[src/inc/pbc_pkg.sv]
// Shared constants, types and helpers of the power budget capability registers
package pbc_pkg;

  // ----------------------------------------------------------------
  // Widths
  // ----------------------------------------------------------------
  localparam int ADDR_W    = 12;
  localparam int DATA_W    = 32;
  localparam int STRB_W    = 4;
  localparam int NUM_SLOTS = 8;

  typedef logic [ADDR_W-1:0] pbc_addr_t;
  typedef logic [DATA_W-1:0] pbc_word_t;

  // ----------------------------------------------------------------
  // Register byte offsets
  // ----------------------------------------------------------------
  localparam pbc_addr_t PBC_CAP_HEADER_OFS  = 12'h280;
  localparam pbc_addr_t PBC_DATA_SELECT_OFS = 12'h284;
  localparam pbc_addr_t PBC_DATA_READOUT_OFS = 12'h288;
  localparam pbc_addr_t PBC_SLOT_BASE_OFS   = 12'h300;
  localparam pbc_addr_t PBC_SLOT_LAST_OFS   = 12'h31C;
  localparam pbc_addr_t PBC_SLOT_STRIDE     = 12'h004;
  localparam pbc_addr_t PBC_SWITCH_CTRL_OFS = 12'h3F0;

  // ----------------------------------------------------------------
  // Field positions
  // ----------------------------------------------------------------
  localparam int CAP_ID_LSB   = 0;
  localparam int CAP_ID_W     = 16;
  localparam int CAP_VER_LSB  = 16;
  localparam int CAP_VER_W    = 4;
  localparam int NEXT_PTR_LSB = 20;
  localparam int NEXT_PTR_W   = 12;
  localparam int SEL_W        = 8;
  localparam int UNLOCK_BIT   = 0;

  // ----------------------------------------------------------------
  // Reset values
  // ----------------------------------------------------------------
  localparam logic [CAP_ID_W-1:0]   CAP_ID_RST   = 16'h0000;
  localparam logic [CAP_VER_W-1:0]  CAP_VER_RST  = 4'h0;
  localparam logic [NEXT_PTR_W-1:0] NEXT_PTR_RST = 12'h000;
  localparam logic [SEL_W-1:0]      SEL_RST      = 8'h00;
  localparam logic [SEL_W-1:0]      SEL_LAST     = 8'h07;
  localparam pbc_word_t             SLOT_RST     = 32'h0000_0000;
  localparam logic                  UNLOCK_RST   = 1'b0;

  // ----------------------------------------------------------------
  // AXI4-Lite response codes
  // ----------------------------------------------------------------
  localparam logic [1:0] RESP_OKAY   = 2'h0;
  localparam logic [1:0] RESP_DECERR = 2'h3;

  // ----------------------------------------------------------------
  // Internal register write strobe
  // ----------------------------------------------------------------
  typedef struct packed {
    logic              en;
    pbc_addr_t         addr;
    pbc_word_t         data;
    logic [STRB_W-1:0] strb;
  } pbc_wr_s;

  // Byte-lane merge of a write into an old value
  function automatic pbc_word_t merge_bytes(input pbc_word_t old_v,
                                            input pbc_word_t new_v,
                                            input logic [STRB_W-1:0] strb);
    pbc_word_t res;
    res = old_v;
    for (int b = 0; b < STRB_W; b++) begin
      if (strb[b]) begin
        res[b*8 +: 8] = new_v[b*8 +: 8];
      end
    end
    return res;
  endfunction : merge_bytes

endpackage : pbc_pkg

[src/pbc_regs.sv]
// Top of the power budget capability register block with its AXI4-Lite slave
`timescale 1ns/1ps

// Overview of operation
// - Header bits 15:0 hold the capability id, reset zero; 0x4 means power budget.
// - Header bits 19:16 hold the capability version, reset zero; 0x1 is revision 2.0.
// - Header bits 31:20 hold the next pointer; zero ends the capability chain.
// - Select register bits 7:0 are read-write, reset zero; bits 31:8 read zero.
// - A select value above seven makes the data register read all zeros.
// - Data register is read-only and returns the selected value slot for 0..7.
// - Eight sticky 32-bit value slots accept writes only while unlocked.
module pbc_regs #(
  parameter logic [11:0] NEXT_PTR_RST_VAL = pbc_pkg::NEXT_PTR_RST
) (
  // Clock and reset
  input  wire logic                          ref_clk_in,
  input  wire logic                          nrst_in,
  // AXI4-Lite write address
  input  wire logic                          s_axi_awvalid_in,
  output logic                               s_axi_awready_out,
  input  wire pbc_pkg::pbc_addr_t            s_axi_awaddr_in,
  // AXI4-Lite write data
  input  wire logic                          s_axi_wvalid_in,
  output logic                               s_axi_wready_out,
  input  wire pbc_pkg::pbc_word_t            s_axi_wdata_in,
  input  wire logic [pbc_pkg::STRB_W-1:0]    s_axi_wstrb_in,
  // AXI4-Lite write response
  output logic                               s_axi_bvalid_out,
  input  wire logic                          s_axi_bready_in,
  output logic [1:0]                         s_axi_bresp_out,
  // AXI4-Lite read address
  input  wire logic                          s_axi_arvalid_in,
  output logic                               s_axi_arready_out,
  input  wire pbc_pkg::pbc_addr_t            s_axi_araddr_in,
  // AXI4-Lite read data
  output logic                               s_axi_rvalid_out,
  input  wire logic                          s_axi_rready_in,
  output pbc_pkg::pbc_word_t                 s_axi_rdata_out,
  output logic [1:0]                         s_axi_rresp_out
);

  // ----------------------------------------------------------------
  // State
  // ----------------------------------------------------------------
  typedef struct packed {
    logic                       aw_held;
    pbc_pkg::pbc_addr_t         aw_addr;
    logic                       w_held;
    pbc_pkg::pbc_word_t         w_data;
    logic [pbc_pkg::STRB_W-1:0] w_strb;
    logic                       bvalid;
    logic [1:0]                 bresp;
    logic                       rvalid;
    pbc_pkg::pbc_word_t         rdata;
    logic [1:0]                 rresp;
    logic                       unlock;
  } pbc_top_state_s;

  pbc_top_state_s                                   state_reg;
  pbc_top_state_s                                   state_next;
  pbc_pkg::pbc_wr_s                                 wr;
  pbc_pkg::pbc_word_t                               header;
  logic [pbc_pkg::SEL_W-1:0]                        sel;
  pbc_pkg::pbc_word_t [pbc_pkg::NUM_SLOTS-1:0]      slots;
  pbc_pkg::pbc_word_t                               readout;
  logic                                             aw_hs;
  logic                                             w_hs;
  logic                                             ar_hs;
  pbc_pkg::pbc_addr_t                               ar_word;
  pbc_pkg::pbc_addr_t                               wr_word;
  pbc_pkg::pbc_word_t                               rd_value;
  logic                                             rd_mapped;
  logic                                             wr_mapped;

  // ----------------------------------------------------------------
  // Handshakes
  // ----------------------------------------------------------------
  // One write in flight: channels close while held or while a response waits
  assign s_axi_awready_out = !state_reg.aw_held && !state_reg.bvalid;
  assign s_axi_wready_out  = !state_reg.w_held && !state_reg.bvalid;
  assign s_axi_arready_out = !state_reg.rvalid;
  assign aw_hs             = s_axi_awvalid_in && s_axi_awready_out;
  assign w_hs              = s_axi_wvalid_in && s_axi_wready_out;
  assign ar_hs             = s_axi_arvalid_in && s_axi_arready_out;

  // Word-aligned addresses; the two low bits never select anything
  assign ar_word = {s_axi_araddr_in[pbc_pkg::ADDR_W-1:2], 2'b00};
  assign wr_word = {state_reg.aw_addr[pbc_pkg::ADDR_W-1:2], 2'b00};

  // Write strobe to the register banks, raised in the same cycle that both halves are held
  always_comb begin
    wr.en   = state_reg.aw_held && state_reg.w_held;
    wr.addr = wr_word;
    wr.data = state_reg.w_data;
    wr.strb = state_reg.w_strb;
  end

  // ----------------------------------------------------------------
  // Address decode
  // ----------------------------------------------------------------
  // Read value, taken from live contents at the moment of the read
  always_comb begin
    rd_value  = '0;
    rd_mapped = 1'b1;
    if (ar_word == pbc_pkg::PBC_CAP_HEADER_OFS) begin
      rd_value = header;
    end else if (ar_word == pbc_pkg::PBC_DATA_SELECT_OFS) begin
      rd_value = {{(pbc_pkg::DATA_W - pbc_pkg::SEL_W){1'b0}}, sel};
    end else if (ar_word == pbc_pkg::PBC_DATA_READOUT_OFS) begin
      rd_value = readout;
    end else if (ar_word == pbc_pkg::PBC_SWITCH_CTRL_OFS) begin
      rd_value[pbc_pkg::UNLOCK_BIT] = state_reg.unlock;
    end else if (ar_word >= pbc_pkg::PBC_SLOT_BASE_OFS &&
                 ar_word <= pbc_pkg::PBC_SLOT_LAST_OFS) begin
      rd_value = slots[ar_word[4:2]];
    end else begin
      rd_mapped = 1'b0;
    end
  end

  // Writes to read-only words are accepted and dropped, not refused
  always_comb begin
    wr_mapped = (wr_word == pbc_pkg::PBC_CAP_HEADER_OFS)   ||
                (wr_word == pbc_pkg::PBC_DATA_SELECT_OFS)  ||
                (wr_word == pbc_pkg::PBC_DATA_READOUT_OFS) ||
                (wr_word == pbc_pkg::PBC_SWITCH_CTRL_OFS)  ||
                (wr_word >= pbc_pkg::PBC_SLOT_BASE_OFS &&
                 wr_word <= pbc_pkg::PBC_SLOT_LAST_OFS);
  end

  // ----------------------------------------------------------------
  // Bus slave next state
  // ----------------------------------------------------------------
  always_comb begin
    state_next = state_reg;
    // Capture each write half independently, either order
    if (aw_hs) begin
      state_next.aw_held = 1'b1;
      state_next.aw_addr = s_axi_awaddr_in;
    end
    if (w_hs) begin
      state_next.w_held = 1'b1;
      state_next.w_data = s_axi_wdata_in;
      state_next.w_strb = s_axi_wstrb_in;
    end
    // Commit and answer once both halves are in
    if (wr.en) begin
      state_next.aw_held = 1'b0;
      state_next.w_held  = 1'b0;
      state_next.bvalid  = 1'b1;
      state_next.bresp   = wr_mapped ? pbc_pkg::RESP_OKAY : pbc_pkg::RESP_DECERR;
      if (wr_word == pbc_pkg::PBC_SWITCH_CTRL_OFS && wr.strb[0]) begin
        state_next.unlock = wr.data[pbc_pkg::UNLOCK_BIT];
      end
    end else if (state_reg.bvalid && s_axi_bready_in) begin
      state_next.bvalid = 1'b0;
    end
    // Read answer registered one cycle after the address is taken
    if (ar_hs) begin
      state_next.rvalid = 1'b1;
      state_next.rdata  = rd_value;
      state_next.rresp  = rd_mapped ? pbc_pkg::RESP_OKAY : pbc_pkg::RESP_DECERR;
    end else if (state_reg.rvalid && s_axi_rready_in) begin
      state_next.rvalid = 1'b0;
    end
  end

  // State register
  always_ff @(posedge ref_clk_in or negedge nrst_in) begin
    if (!nrst_in) begin
      state_reg        <= '0;
      state_reg.unlock <= pbc_pkg::UNLOCK_RST;
    end else begin
      state_reg <= state_next;
    end
  end

  assign s_axi_bvalid_out = state_reg.bvalid;
  assign s_axi_bresp_out  = state_reg.bresp;
  assign s_axi_rvalid_out = state_reg.rvalid;
  assign s_axi_rdata_out  = state_reg.rdata;
  assign s_axi_rresp_out  = state_reg.rresp;

  // ----------------------------------------------------------------
  // Register banks
  // ----------------------------------------------------------------
  pbc_cap_header #(
    .NEXT_PTR_RST_VAL (NEXT_PTR_RST_VAL)
  ) u_header (
    .ref_clk_in (ref_clk_in),
    .nrst_in    (nrst_in),
    .wr_in      (wr),
    .unlock_in  (state_reg.unlock),
    .header_out (header),
    .select_out (sel)
  );

  pbc_value_bank #(
    .NUM_SLOTS (pbc_pkg::NUM_SLOTS)
  ) u_bank (
    .ref_clk_in  (ref_clk_in),
    .nrst_in     (nrst_in),
    .wr_in       (wr),
    .unlock_in   (state_reg.unlock),
    .select_in   (sel),
    .slots_out   (slots),
    .readout_out (readout)
  );

  logic rd_hdr;
  logic rd_data;
  logic rd_sel;
  assign rd_hdr  = ar_hs && ar_word == pbc_pkg::PBC_CAP_HEADER_OFS;
  assign rd_data = ar_hs && ar_word == pbc_pkg::PBC_DATA_READOUT_OFS;
  assign rd_sel  = ar_hs && ar_word == pbc_pkg::PBC_DATA_SELECT_OFS;
endmodule : pbc_regs

[src/pbc_cap_header.sv]
// Capability header and data select registers
`timescale 1ns/1ps

module pbc_cap_header #(
  parameter logic [11:0] NEXT_PTR_RST_VAL = pbc_pkg::NEXT_PTR_RST
) (
  // Clock and reset
  input  wire logic                           ref_clk_in,
  input  wire logic                           nrst_in,
  // Register write strobe and lock
  input  wire pbc_pkg::pbc_wr_s               wr_in,
  input  wire logic                           unlock_in,
  // Register contents
  output pbc_pkg::pbc_word_t                  header_out,
  output logic [pbc_pkg::SEL_W-1:0]           select_out
);

  // ----------------------------------------------------------------
  // State
  // ----------------------------------------------------------------
  typedef struct packed {
    logic [pbc_pkg::CAP_ID_W-1:0]   cap_id;
    logic [pbc_pkg::CAP_VER_W-1:0]  cap_ver;
    logic [pbc_pkg::NEXT_PTR_W-1:0] next_ptr;
    logic [pbc_pkg::SEL_W-1:0]      sel;
  } pbc_hdr_state_s;

  pbc_hdr_state_s state_reg;
  pbc_hdr_state_s state_next;
  pbc_pkg::pbc_word_t merged;

  // Next state: header only moves while unlocked, select writable whenever byte 0 is strobed
  always_comb begin
    state_next = state_reg;
    merged     = pbc_pkg::merge_bytes(header_out, wr_in.data, wr_in.strb);
    if (wr_in.en && unlock_in && wr_in.addr == pbc_pkg::PBC_CAP_HEADER_OFS) begin
      state_next.cap_id   = merged[pbc_pkg::CAP_ID_LSB +: pbc_pkg::CAP_ID_W];
      state_next.cap_ver  = merged[pbc_pkg::CAP_VER_LSB +: pbc_pkg::CAP_VER_W];
      state_next.next_ptr = merged[pbc_pkg::NEXT_PTR_LSB +: pbc_pkg::NEXT_PTR_W];
    end
    if (wr_in.en && wr_in.strb[0] && wr_in.addr == pbc_pkg::PBC_DATA_SELECT_OFS) begin
      state_next.sel = wr_in.data[pbc_pkg::SEL_W-1:0];
    end
  end

  // Registers, all zero except the chain pointer
  always_ff @(posedge ref_clk_in or negedge nrst_in) begin
    if (!nrst_in) begin
      state_reg.cap_id   <= pbc_pkg::CAP_ID_RST;
      state_reg.cap_ver  <= pbc_pkg::CAP_VER_RST;
      state_reg.next_ptr <= NEXT_PTR_RST_VAL;
      state_reg.sel      <= pbc_pkg::SEL_RST;
    end else begin
      state_reg <= state_next;
    end
  end

  assign header_out = {state_reg.next_ptr, state_reg.cap_ver, state_reg.cap_id};
  assign select_out = state_reg.sel;

endmodule : pbc_cap_header

[src/pbc_value_bank.sv]
// Eight power budget value slots with the selected-slot readout
`timescale 1ns/1ps

module pbc_value_bank #(
  parameter int NUM_SLOTS = pbc_pkg::NUM_SLOTS
) (
  // Clock and reset
  input  wire logic                                ref_clk_in,
  input  wire logic                                nrst_in,
  // Register write strobe and lock
  input  wire pbc_pkg::pbc_wr_s                    wr_in,
  input  wire logic                                unlock_in,
  // Slot selection
  input  wire logic [pbc_pkg::SEL_W-1:0]           select_in,
  // Contents
  output pbc_pkg::pbc_word_t [NUM_SLOTS-1:0]       slots_out,
  output pbc_pkg::pbc_word_t                       readout_out
);

  // ----------------------------------------------------------------
  // State
  // ----------------------------------------------------------------
  typedef struct packed {
    pbc_pkg::pbc_word_t [NUM_SLOTS-1:0] slot;
  } pbc_bank_state_s;

  pbc_bank_state_s        state_reg;
  pbc_bank_state_s        state_next;
  logic [NUM_SLOTS-1:0]   hit;

  // Per-slot address decode; locked writes never raise a hit
  for (genvar i = 0; i < NUM_SLOTS; i++) begin : g_slot
    assign hit[i] = wr_in.en && unlock_in &&
                    wr_in.addr == pbc_pkg::PBC_SLOT_BASE_OFS +
                                  pbc_pkg::pbc_addr_t'(i * 4);
  end

  // Next state with byte lanes honoured
  always_comb begin
    state_next = state_reg;
    for (int i = 0; i < NUM_SLOTS; i++) begin
      if (hit[i]) begin
        state_next.slot[i] = pbc_pkg::merge_bytes(state_reg.slot[i], wr_in.data,
                                                  wr_in.strb);
      end
    end
  end

  // Sticky contents: only the core reset clears them
  always_ff @(posedge ref_clk_in or negedge nrst_in) begin
    if (!nrst_in) begin
      state_reg.slot <= {NUM_SLOTS{pbc_pkg::SLOT_RST}};
    end else begin
      state_reg <= state_next;
    end
  end

  // Readout follows the live select, zero past the last slot
  always_comb begin
    if (select_in > pbc_pkg::SEL_LAST) begin
      readout_out = '0;
    end else begin
      readout_out = state_reg.slot[select_in[2:0]];
    end
  end

  assign slots_out = state_reg.slot;

endmodule : pbc_value_bank

[config.mk]
export PLATFORM = sky130hd
export DESIGN_NAME = pbc_regs
export DESIGN_NICKNAME = d
export VERILOG_FILES = /design/src/inc/pbc_pkg.sv /design/src/pbc_regs.sv /design/src/pbc_cap_header.sv /design/src/pbc_value_bank.sv
export SDC_FILE = /design/constraint.sdc
export NUM_CORES = 1
export LEC_CHECK = 0
export BUFFER_PORTS_ARGS = -buffer_cell sky130_fd_sc_hd__buf_2
export CAP_MARGIN = 5
export CORE_MARGIN = 2
export CORE_UTILIZATION = 36
export CTS_CLUSTER_DIAMETER = 30
export DETAILED_ROUTE_END_ITERATION = 10
export GPL_ROUTABILITY_DRIVEN = 0
export HOLD_SLACK_MARGIN = 0.05
export PLACE_DENSITY = 0.62
export SLEW_MARGIN = 25
export SYNTH_ARGS = -nofsm -noshare
export SYNTH_HDL_FRONTEND = slang
export SYNTH_SLANG_ARGS = --single-unit
[constraint.sdc]
create_clock -name ref_clk_in -period 5.55 [get_ports ref_clk_in]
set_input_delay 0.2775 -clock ref_clk_in [delete_from_list [all_inputs] [get_ports ref_clk_in]]
set_output_delay 0.2775 -clock ref_clk_in [all_outputs]
set_load 0.02 [all_outputs]
==> results of run 1 <==
==> synthesized netlist by cell type, types with 5 or more instances <==
cell,number,area (sq um)
a21oi_1,22,110
a221oi_1,19,166
a22o_1,23,201
a22oi_1,8,60.1
a31oi_1,13,81.3
buf_1,27,101
buf_2,27,135
buf_4,49,368
clkbuf_1,36,135
dfrtp_1,381,9530
inv_1,5,18.8
mux2_2,362,4080
mux2i_1,7,70.1
mux4_2,128,2880
nand2_1,41,154
nand2b_1,15,93.8
nand3b_1,8,60.1
nor2_1,15,56.3
nor2_2,9,56.3
nor2_4,6,67.6
nor2_8,18,360
o211ai_1,6,45.0
o21ai_0,13,65.1
o21ai_1,7,35.0
==> worst register-to-register path, stage by stage (launching register included) <==
cell and delay (ns):
dfrtp_4 0.86, buf_4 0.53, mux4_2 0.57, mux2_2 0.28, a221oi_1 0.42, o21ai_0 0.13
==> through the flow <==
stage	util, %	cell area (sq um)	std cells
finish	44.8	23700	2171
detailed placement	38.2	20200	1963
floorplan	-	19300	1291
global placement	38.2	20200	1963
global route	44.8	23700	2171
CTS	44.8	23700	2171
==> final timing paths <==
kind	endpoint	slack, ns	cells after the start
max in group asynchronous	u_bank.slots_out[175]	3.91	3
min reg2reg	s_axi_rdata_out[27]	0.47	2
max reg2reg	s_axi_rdata_out[14]	2.64	5
max	s_axi_rdata_out[14]	2.64	5
min in group asynchronous	u_bank.slots_out[208]	0.32	2
min	s_axi_rresp_out[0]	0.16	4
==> power breakdown <==
part / internal [mW] / switching, mW / total, mW / leakage [nW]
clock network: 3.67 / 1.57 / 5.24 / 1.47
registers: 2.99 / 0.459 / 3.45 / 5.18
logic: 0.346 / 0.462 / 0.807 / 4.31
total: 7.01 / 2.49 / 9.50 / 11.0
==> logic make-up (layout without fill, tap and decap cells) <==
kind of cell | Yosys count | after routing | share of synthesized area [%]
mux | 498 | 498 | 36.4
simple gates | 144 | 144 | 5.90
buf+inv | 146 | 338 | 4.04
flops | 381 | 381 | 49.3
compound gates | 122 | 122 | 4.40
==> per-layer routing <==
layer / GRT usage [%] / wire length, um / vias up
met5: 0 / 0 / -
met4: 6.33 / 1000 / 0
met3: 4.07 / 2580 / 68
met2: 29.3 / 23900 / 283
met1: 23.7 / 21600 / 6283
li1: - / - / 5158
==> cell type report <==
cell class / count / area share, %
clock buffer: 116 / 10.3
tap: 688 / 3.63
clock inverter: 43 / 2.46
multi-input combinational: 764 / 38.2
sequential: 381 / 40.3
inverter: 5 / 0.0792
timing repair buffer: 174 / 5.06
==> what timing repair did <==
action,CTS,global route
buffers inserted,0,0
hold buffers,49,0
hold endpoints to repair,146,0
setup endpoints to repair,0,0
==> flow_results.org, run 1 <==
** Yosys
- For this run, asynchronously set or reset flops after synthesis account for 100%.
- Yosys mapped a number of flops with a built-in enable equal to 0.
- Share of synthesized area occupied by flip-flops and latches :: 49.3%
- After synthesis the netlist holds a flip-flop and latch count of 381.
- For this run, the number of Yosys warnings is 0.
- Cells after Synth :: 1,291
- Syn Nets :: 1,358
- Counting distinct cell types in the post-synthesis netlist gives 58.
- Cell Area, Synth :: 19,300 sq um
- A synthesized cell averages 15.0 sq um.
- For this run, the leading register cell type out of synthesis is dfrtp_1.

** Timing
- Max-slew violation count :: 0
- Static timing analysis puts the maximum clock frequency at 344 MHz.
- Adding up every negative setup slack in the final design gives 0 ns.
- The worst path uses 52.4% of the clock period.
- Final setup fails :: 0
- For the pin with the worst max-slew slack, the measured transition is 1.05 ns.
- Final Hold Viols :: 0
- Across all setup checks in the final design, the least slack found is 2.64 ns.
- Headroom to the max-slew limit came out at 30.1%.
- Worst Clk Skew :: 0.0338 ns
- Worst hold-check slack :: 0.157 ns
- Min Tclk post-route :: 2.91 ns
- Setup repair after global routing left no endpoint under its margin.

** Routing
- In the routed design, unresolved DRC markers number 0.
- 1st-pass router iterations :: 5
- Final antenna-violating net count :: 0
- Avg WL per Cell :: 22.6 um
- Per-cell via count in the routed design :: 5.43
- Wire length reported by the detailed router :: 49.0 mm
- The routed layout has 11,792 vias.
- Initial DRC Count :: 720

** Layout
- Most common library cell in the layout ignoring fill and taps :: dfrtp_1
- Layout cell share with drive strength beyond 1 :: 54.5%
- Ant. Diodes :: 0
- In the final design database the tool counted 1,482 nets.
- Synthesis-to-layout area growth :: 22.5%
- Area occupied by registers :: 9540 sq um
- Filler cells :: 4,654
- The register with the most flip-flops in the layout has 256 of them.
- Top library cells by usage in the layout, fill and taps aside :: dfrtp_1, mux2_2, mux4_2
- Area of the multi-input gates :: 9050 sq um

** CTS
- Post-cts gate resize count :: 0
- Clock latency at the later pin of the worst-skew pair :: 0.60 ns
- Total clock sinks :: 381
- Number of buffers inserted during clock tree synthesis :: 89
- Clock tree from TritonCTS :: done
- After clock tree synthesis, the clock-pin slew on the worst setup and hold paths is 0.04 ns.
- Number of levels in the clock H-tree :: 3
- Master cell of the clock root buffer :: clkbuf_16
- Maximum number of buffers from clock root to sink :: 3

** Die
- The floorplan step set the die height to 236 um.
- Pin placement for this block handled 108 I/O pins.
- Num rows :: 84
- Die Span X :: 236 um
- Starting density of the core :: 36.6%
- The core region is 52,900 sq um.
- Die area :: 55,600 sq um

** Critical path
- Required time at the worst-slack endpoint :: 6.01 ns
- Top Family by Delay on Critical Path :: flip-flops
- Data arrival time at the worst-slack endpoint :: 3.37 ns
- CP Buf/Inv Count :: 1
- Critical Path Max Stage Delay :: 0.86 ns
- Tracing the worst setup path back leads to its startpoint at u_header.select_out[1].
- FF-to-FF Start :: u_header.select_out[1]
- STA classifies the critical path startpoint as a flop.
- The critical path is of the flop to flop type.
- STA classifies the critical path endpoint as a flop.
- For this design, the slowest cell found on the critical path is dfrtp_4.
- In this run the worst path has a maximum fanout of 34.
- The signal on the critical path passes through buf_4 > mux4_2 > mux2_2 > a221oi_1 > o21ai_0.

** Worst hold path
- Hold_sp :: s_axi_araddr_in[10]
- The tightest min-delay check is of the input pin to flop type.

** GRT
- Entering global routing, the biggest net connects 139 pins.
- The first global-routing pass estimated 76.9 mm of wire.
- The number of antenna violations at the first check in global routing came to 1.
- Vias in the first global route :: 12,837
- For this run, the total global-route usage over all layers was measured as 18.0%.
- For this run the aggregate overflow at the end of global routing stands at 0.

** Power and ir drop
- Power consumption :: 9.50 mW
- Peak VDD IR :: 0.187 mV
- In this run the static leakage power is 11.0 nW.
- Dividing total power by cell area gives a power density of 401 nW/um^2.

** Run
- Max cap viols :: 0

** Placement
- Pre-CTS setup slack :: 2.63 ns
- HPWL after DPL :: 29.2 mm
- Port Buffer Count :: 103

** Outcome
- The flow ran to the end, and the final reports show no timing, DRC or antenna violations.
Power figures use the tool's default switching activity.
==> inputs of run 2 (changes only) <==
--- a/config.mk
+++ b/config.mk
@@ -13,7 +13,7 @@
 export DETAILED_ROUTE_END_ITERATION = 10
 export GPL_ROUTABILITY_DRIVEN = 0
 export HOLD_SLACK_MARGIN = 0.05
-export PLACE_DENSITY = 0.62
+export PLACE_DENSITY = 0.64
 export SLEW_MARGIN = 25
 export SYNTH_ARGS = -nofsm -noshare
 export SYNTH_HDL_FRONTEND = slang
==> constraint.sdc (replaced) <==
create_clock -name ref_clk_in -period 2.3 [get_ports ref_clk_in]
set_input_delay 0.115 -clock ref_clk_in [delete_from_list [all_inputs] [get_ports ref_clk_in]]
set_output_delay 0.115 -clock ref_clk_in [all_outputs]
set_load 0.02 [all_outputs]
==> flow_results.org, run 2 (synthesis gave the netlist of run 1 again) <==
** Power and ir drop
- The static leakage is 11.4 nW (+4.0%).
- Power consumption :: 23.7 mW (+150%)
- Peak VDD IR :: 0.546 mV (+190%)
- Pwr dens :: 963 nW/um^2 (+140%)

** Layout
- Layout cell share with drive strength beyond 1 :: 56.2% (+1.7 points)
- Filler cells :: 4,549 (-2.3%)
- In the layout the commonest cells are dfrtp_1, mux2_2, mux4_2.
- The number of flip-flops under the largest register name was 256 (unchanged).
- Net count, final :: 1,528 (+3.1%)
- Synthesis-to-layout area growth :: 27.1%
- The final cell utilization of the core came to 46.5% (+1.7 points).
- Filler-free cell count of the finished design :: 2,223 (+2.4%)
- Most common library cell in the layout ignoring fill and taps :: dfrtp_1
- The count of antenna diodes in the layout came to 0 (unchanged).
- The post-route standard cell area excluding fillers was 24,600 sq um (+3.7%).

** Timing
- The worst hold margin is 0.0760 ns (-0.0807 ns).
- The worst relative slew slack came to 47.7% (+18 points).
- Setup TNS :: 0 ns (unchanged)
- Derived from the worst setup path, the maximum achievable clock frequency is 458 MHz.
- Slew @ Worst Pin :: 0.781 ns (-0.264 ns)
- Final setup fails :: 0 (unchanged)
- Setup repair after global routing left no endpoint under its margin.
- Subtracting the final worst setup slack from the clock period gives 2.18 ns.
- Share of the clock period used by the worst path :: 94.8%
- Final Hold Viols :: 0 (unchanged)
- Worst Clk Skew :: 0.0213 ns (-0.0124 ns)
- The number of slew-limit violations in the final report came to 0 (unchanged).
- Worst-case setup margin in the final layout :: 0.119 ns (-2.53 ns)

** CTS
- Clock latency at the later pin of the worst-skew pair :: 0.60 ns (about the same)
- Total clock sinks :: 381 (unchanged)
- Number of levels in the clock H-tree :: 3 (unchanged)
- # Post-CTS Setup Buffers :: 0 (unchanged)
- Clock input transition at the sequential cells of the worst setup and hold paths :: 0.04 ns (about the same)
- The maximum root-to-sink buffer count came to 3 (unchanged).
- Clock tree from TritonCTS :: done
- The total clock buffers created by CTS is 88 (-1.1%).
- Clock tree synthesis selected as its root buffer the cell clkbuf_16.

** Critical path
- The maximum fanout along the worst path was 31 (-8.8%).
- The depth of the worst register-to-register path came to 6 (+1).
- CP Launch Type :: input pin
- Data arrival time at the worst-slack endpoint :: 2.64 ns (-0.73 ns)
- STA classifies the critical path endpoint as a flop.
- Required time at the worst-slack endpoint :: 2.76 ns (-3.25 ns)
- The worst register-to-register path ends at s_axi_rdata_out[0].
- Slack of the worst reg-to-reg path :: 0.12 ns (-2.53 ns)
- The worst setup path is of the input pin to flop kind.
- The worst register-to-register path begins at u_header.select_out[1].

** Outcome
- Result of the run :: completed

** GRT
- Residual overflow from global routing :: 0 (unchanged)
- Wire length of the first global-routing pass :: 78.0 mm (+1.3%)
- Total GRT Usage :: 18.2% (+0.12 points)
- The pin count of the biggest net entering global routing came to 80 (-42%).
- Vias in the first global route :: 12,990 (+1.2%)
- The number of antenna violations at the first check in global routing is 1 (unchanged).

** Routing
- The DRC marker count from the first detailed-route iteration came to 780 (+8.3%).
- The routed via count divided by cell count was 5.42 (-0.28%).
- The average routed wire per standard cell came to 22.1 um (-2.0%).
- 1st-pass router iterations :: 5 (unchanged)
- The total wirelength of the detailed-routed design is 49.2 mm (+0.36%).
- Final antenna-violating net count :: 0 (unchanged)
- Drc violations :: 0 (unchanged)
- Routed via count :: 12,041 (+2.1%)

** Placement
- Instance area at placement :: 20,900 sq um (+3.4%)
- Pre-CTS setup slack :: 0.103 ns (-2.53 ns)
- The HPWL after detailed placement is 30.4 mm (+4.3%).
- Port Buffer Count :: 103 (unchanged)
- The total placed cells including tap cells is 2,007 (+2.2%).

** Die
- The height of the die came to 236 um (unchanged).
- The number of top-level pins is 108 (unchanged).
- Starting density of the core :: 36.6% (unchanged)
- Floorplan Core Area :: 52,900 sq um (unchanged)
- The area of the die is 55,600 sq um (unchanged).
- The number of placement rows was 84 (unchanged).
- Die Span X :: 236 um (unchanged)

** Run
- Max cap viols :: 0 (unchanged)

** Worst hold path
- In this run the worst hold path is classified as input pin to asynchronous set/reset pin.
-- run 2: power breakdown --
| part | internal (mW) | switching [mW] |
|---|---|---|
| clock | 9.29 | 3.97 |
| combinational | 0.932 | 1.20 |
| sequential | 7.22 | 1.07 |
-- run 2: worst max-delay path by stage --
stage / endpoint / start / slack (ns) / depth (start not counted)
after CTS: u_header.header_out[27] / state_reg[81] / 0.007 / 7
after global routing: u_bank.slots_out[33] / state_reg[82] / 0.03 / 6
final: s_axi_rdata_out[23] / s_axi_araddr_in[10] / 0.12 / 10
after detailed placement: s_axi_rdata_out[15] / u_header.select_out[1] / 0.10 / 5
after floorplan: state_reg[45] / s_axi_bvalid_out / 0.30 / 5
after global placement: s_axi_rdata_out[15] / u_header.select_out[1] / 0.15 / 5
-- run 2: worst max-delay path: stages --
cell and delay [ns]:
dlygate4sd3_1 0.52, buf_2 0.10, nor3b_1 0.04, dlygate4sd3_1 0.56, buf_4 0.17, and3_1 0.20
buf_12 0.20, a22o_1 0.22, a221oi_1 0.37, o21ai_0 0.13
-- run 2: repair_timing --
| item | 4_1_cts | 5_1_grt |
|---|---|---|
| setup endpoints to repair | 3 | 22 |
| gates resized for setup | 1 | 2 |
| hold buffers | 52 | 0 |
| hold endpoints to repair | 430 | 0 |
| gates cloned | 0 | 0 |
-- run 2: final cells by class --
cell class,count,area (sq um),share of cell area [%]
clock inverter,45,692,2.81
clock buffer,119,2500,10.2
sequential,381,9540,38.8
timing repair buffer,221,1920,7.81
tap,688,861,3.50
multi-input combinational,764,9060,36.8
inverter,5,18.8,0.0763
-- run 2: per-layer routing --
metal,vias up,GRT usage [%],part of all wire (%)
met1,6362,24.9,44
li1,5263,-,-
met4,0,6.77,2.6
met2,320,28.4,48
met5,-,0,0
met3,96,3.85,5.5
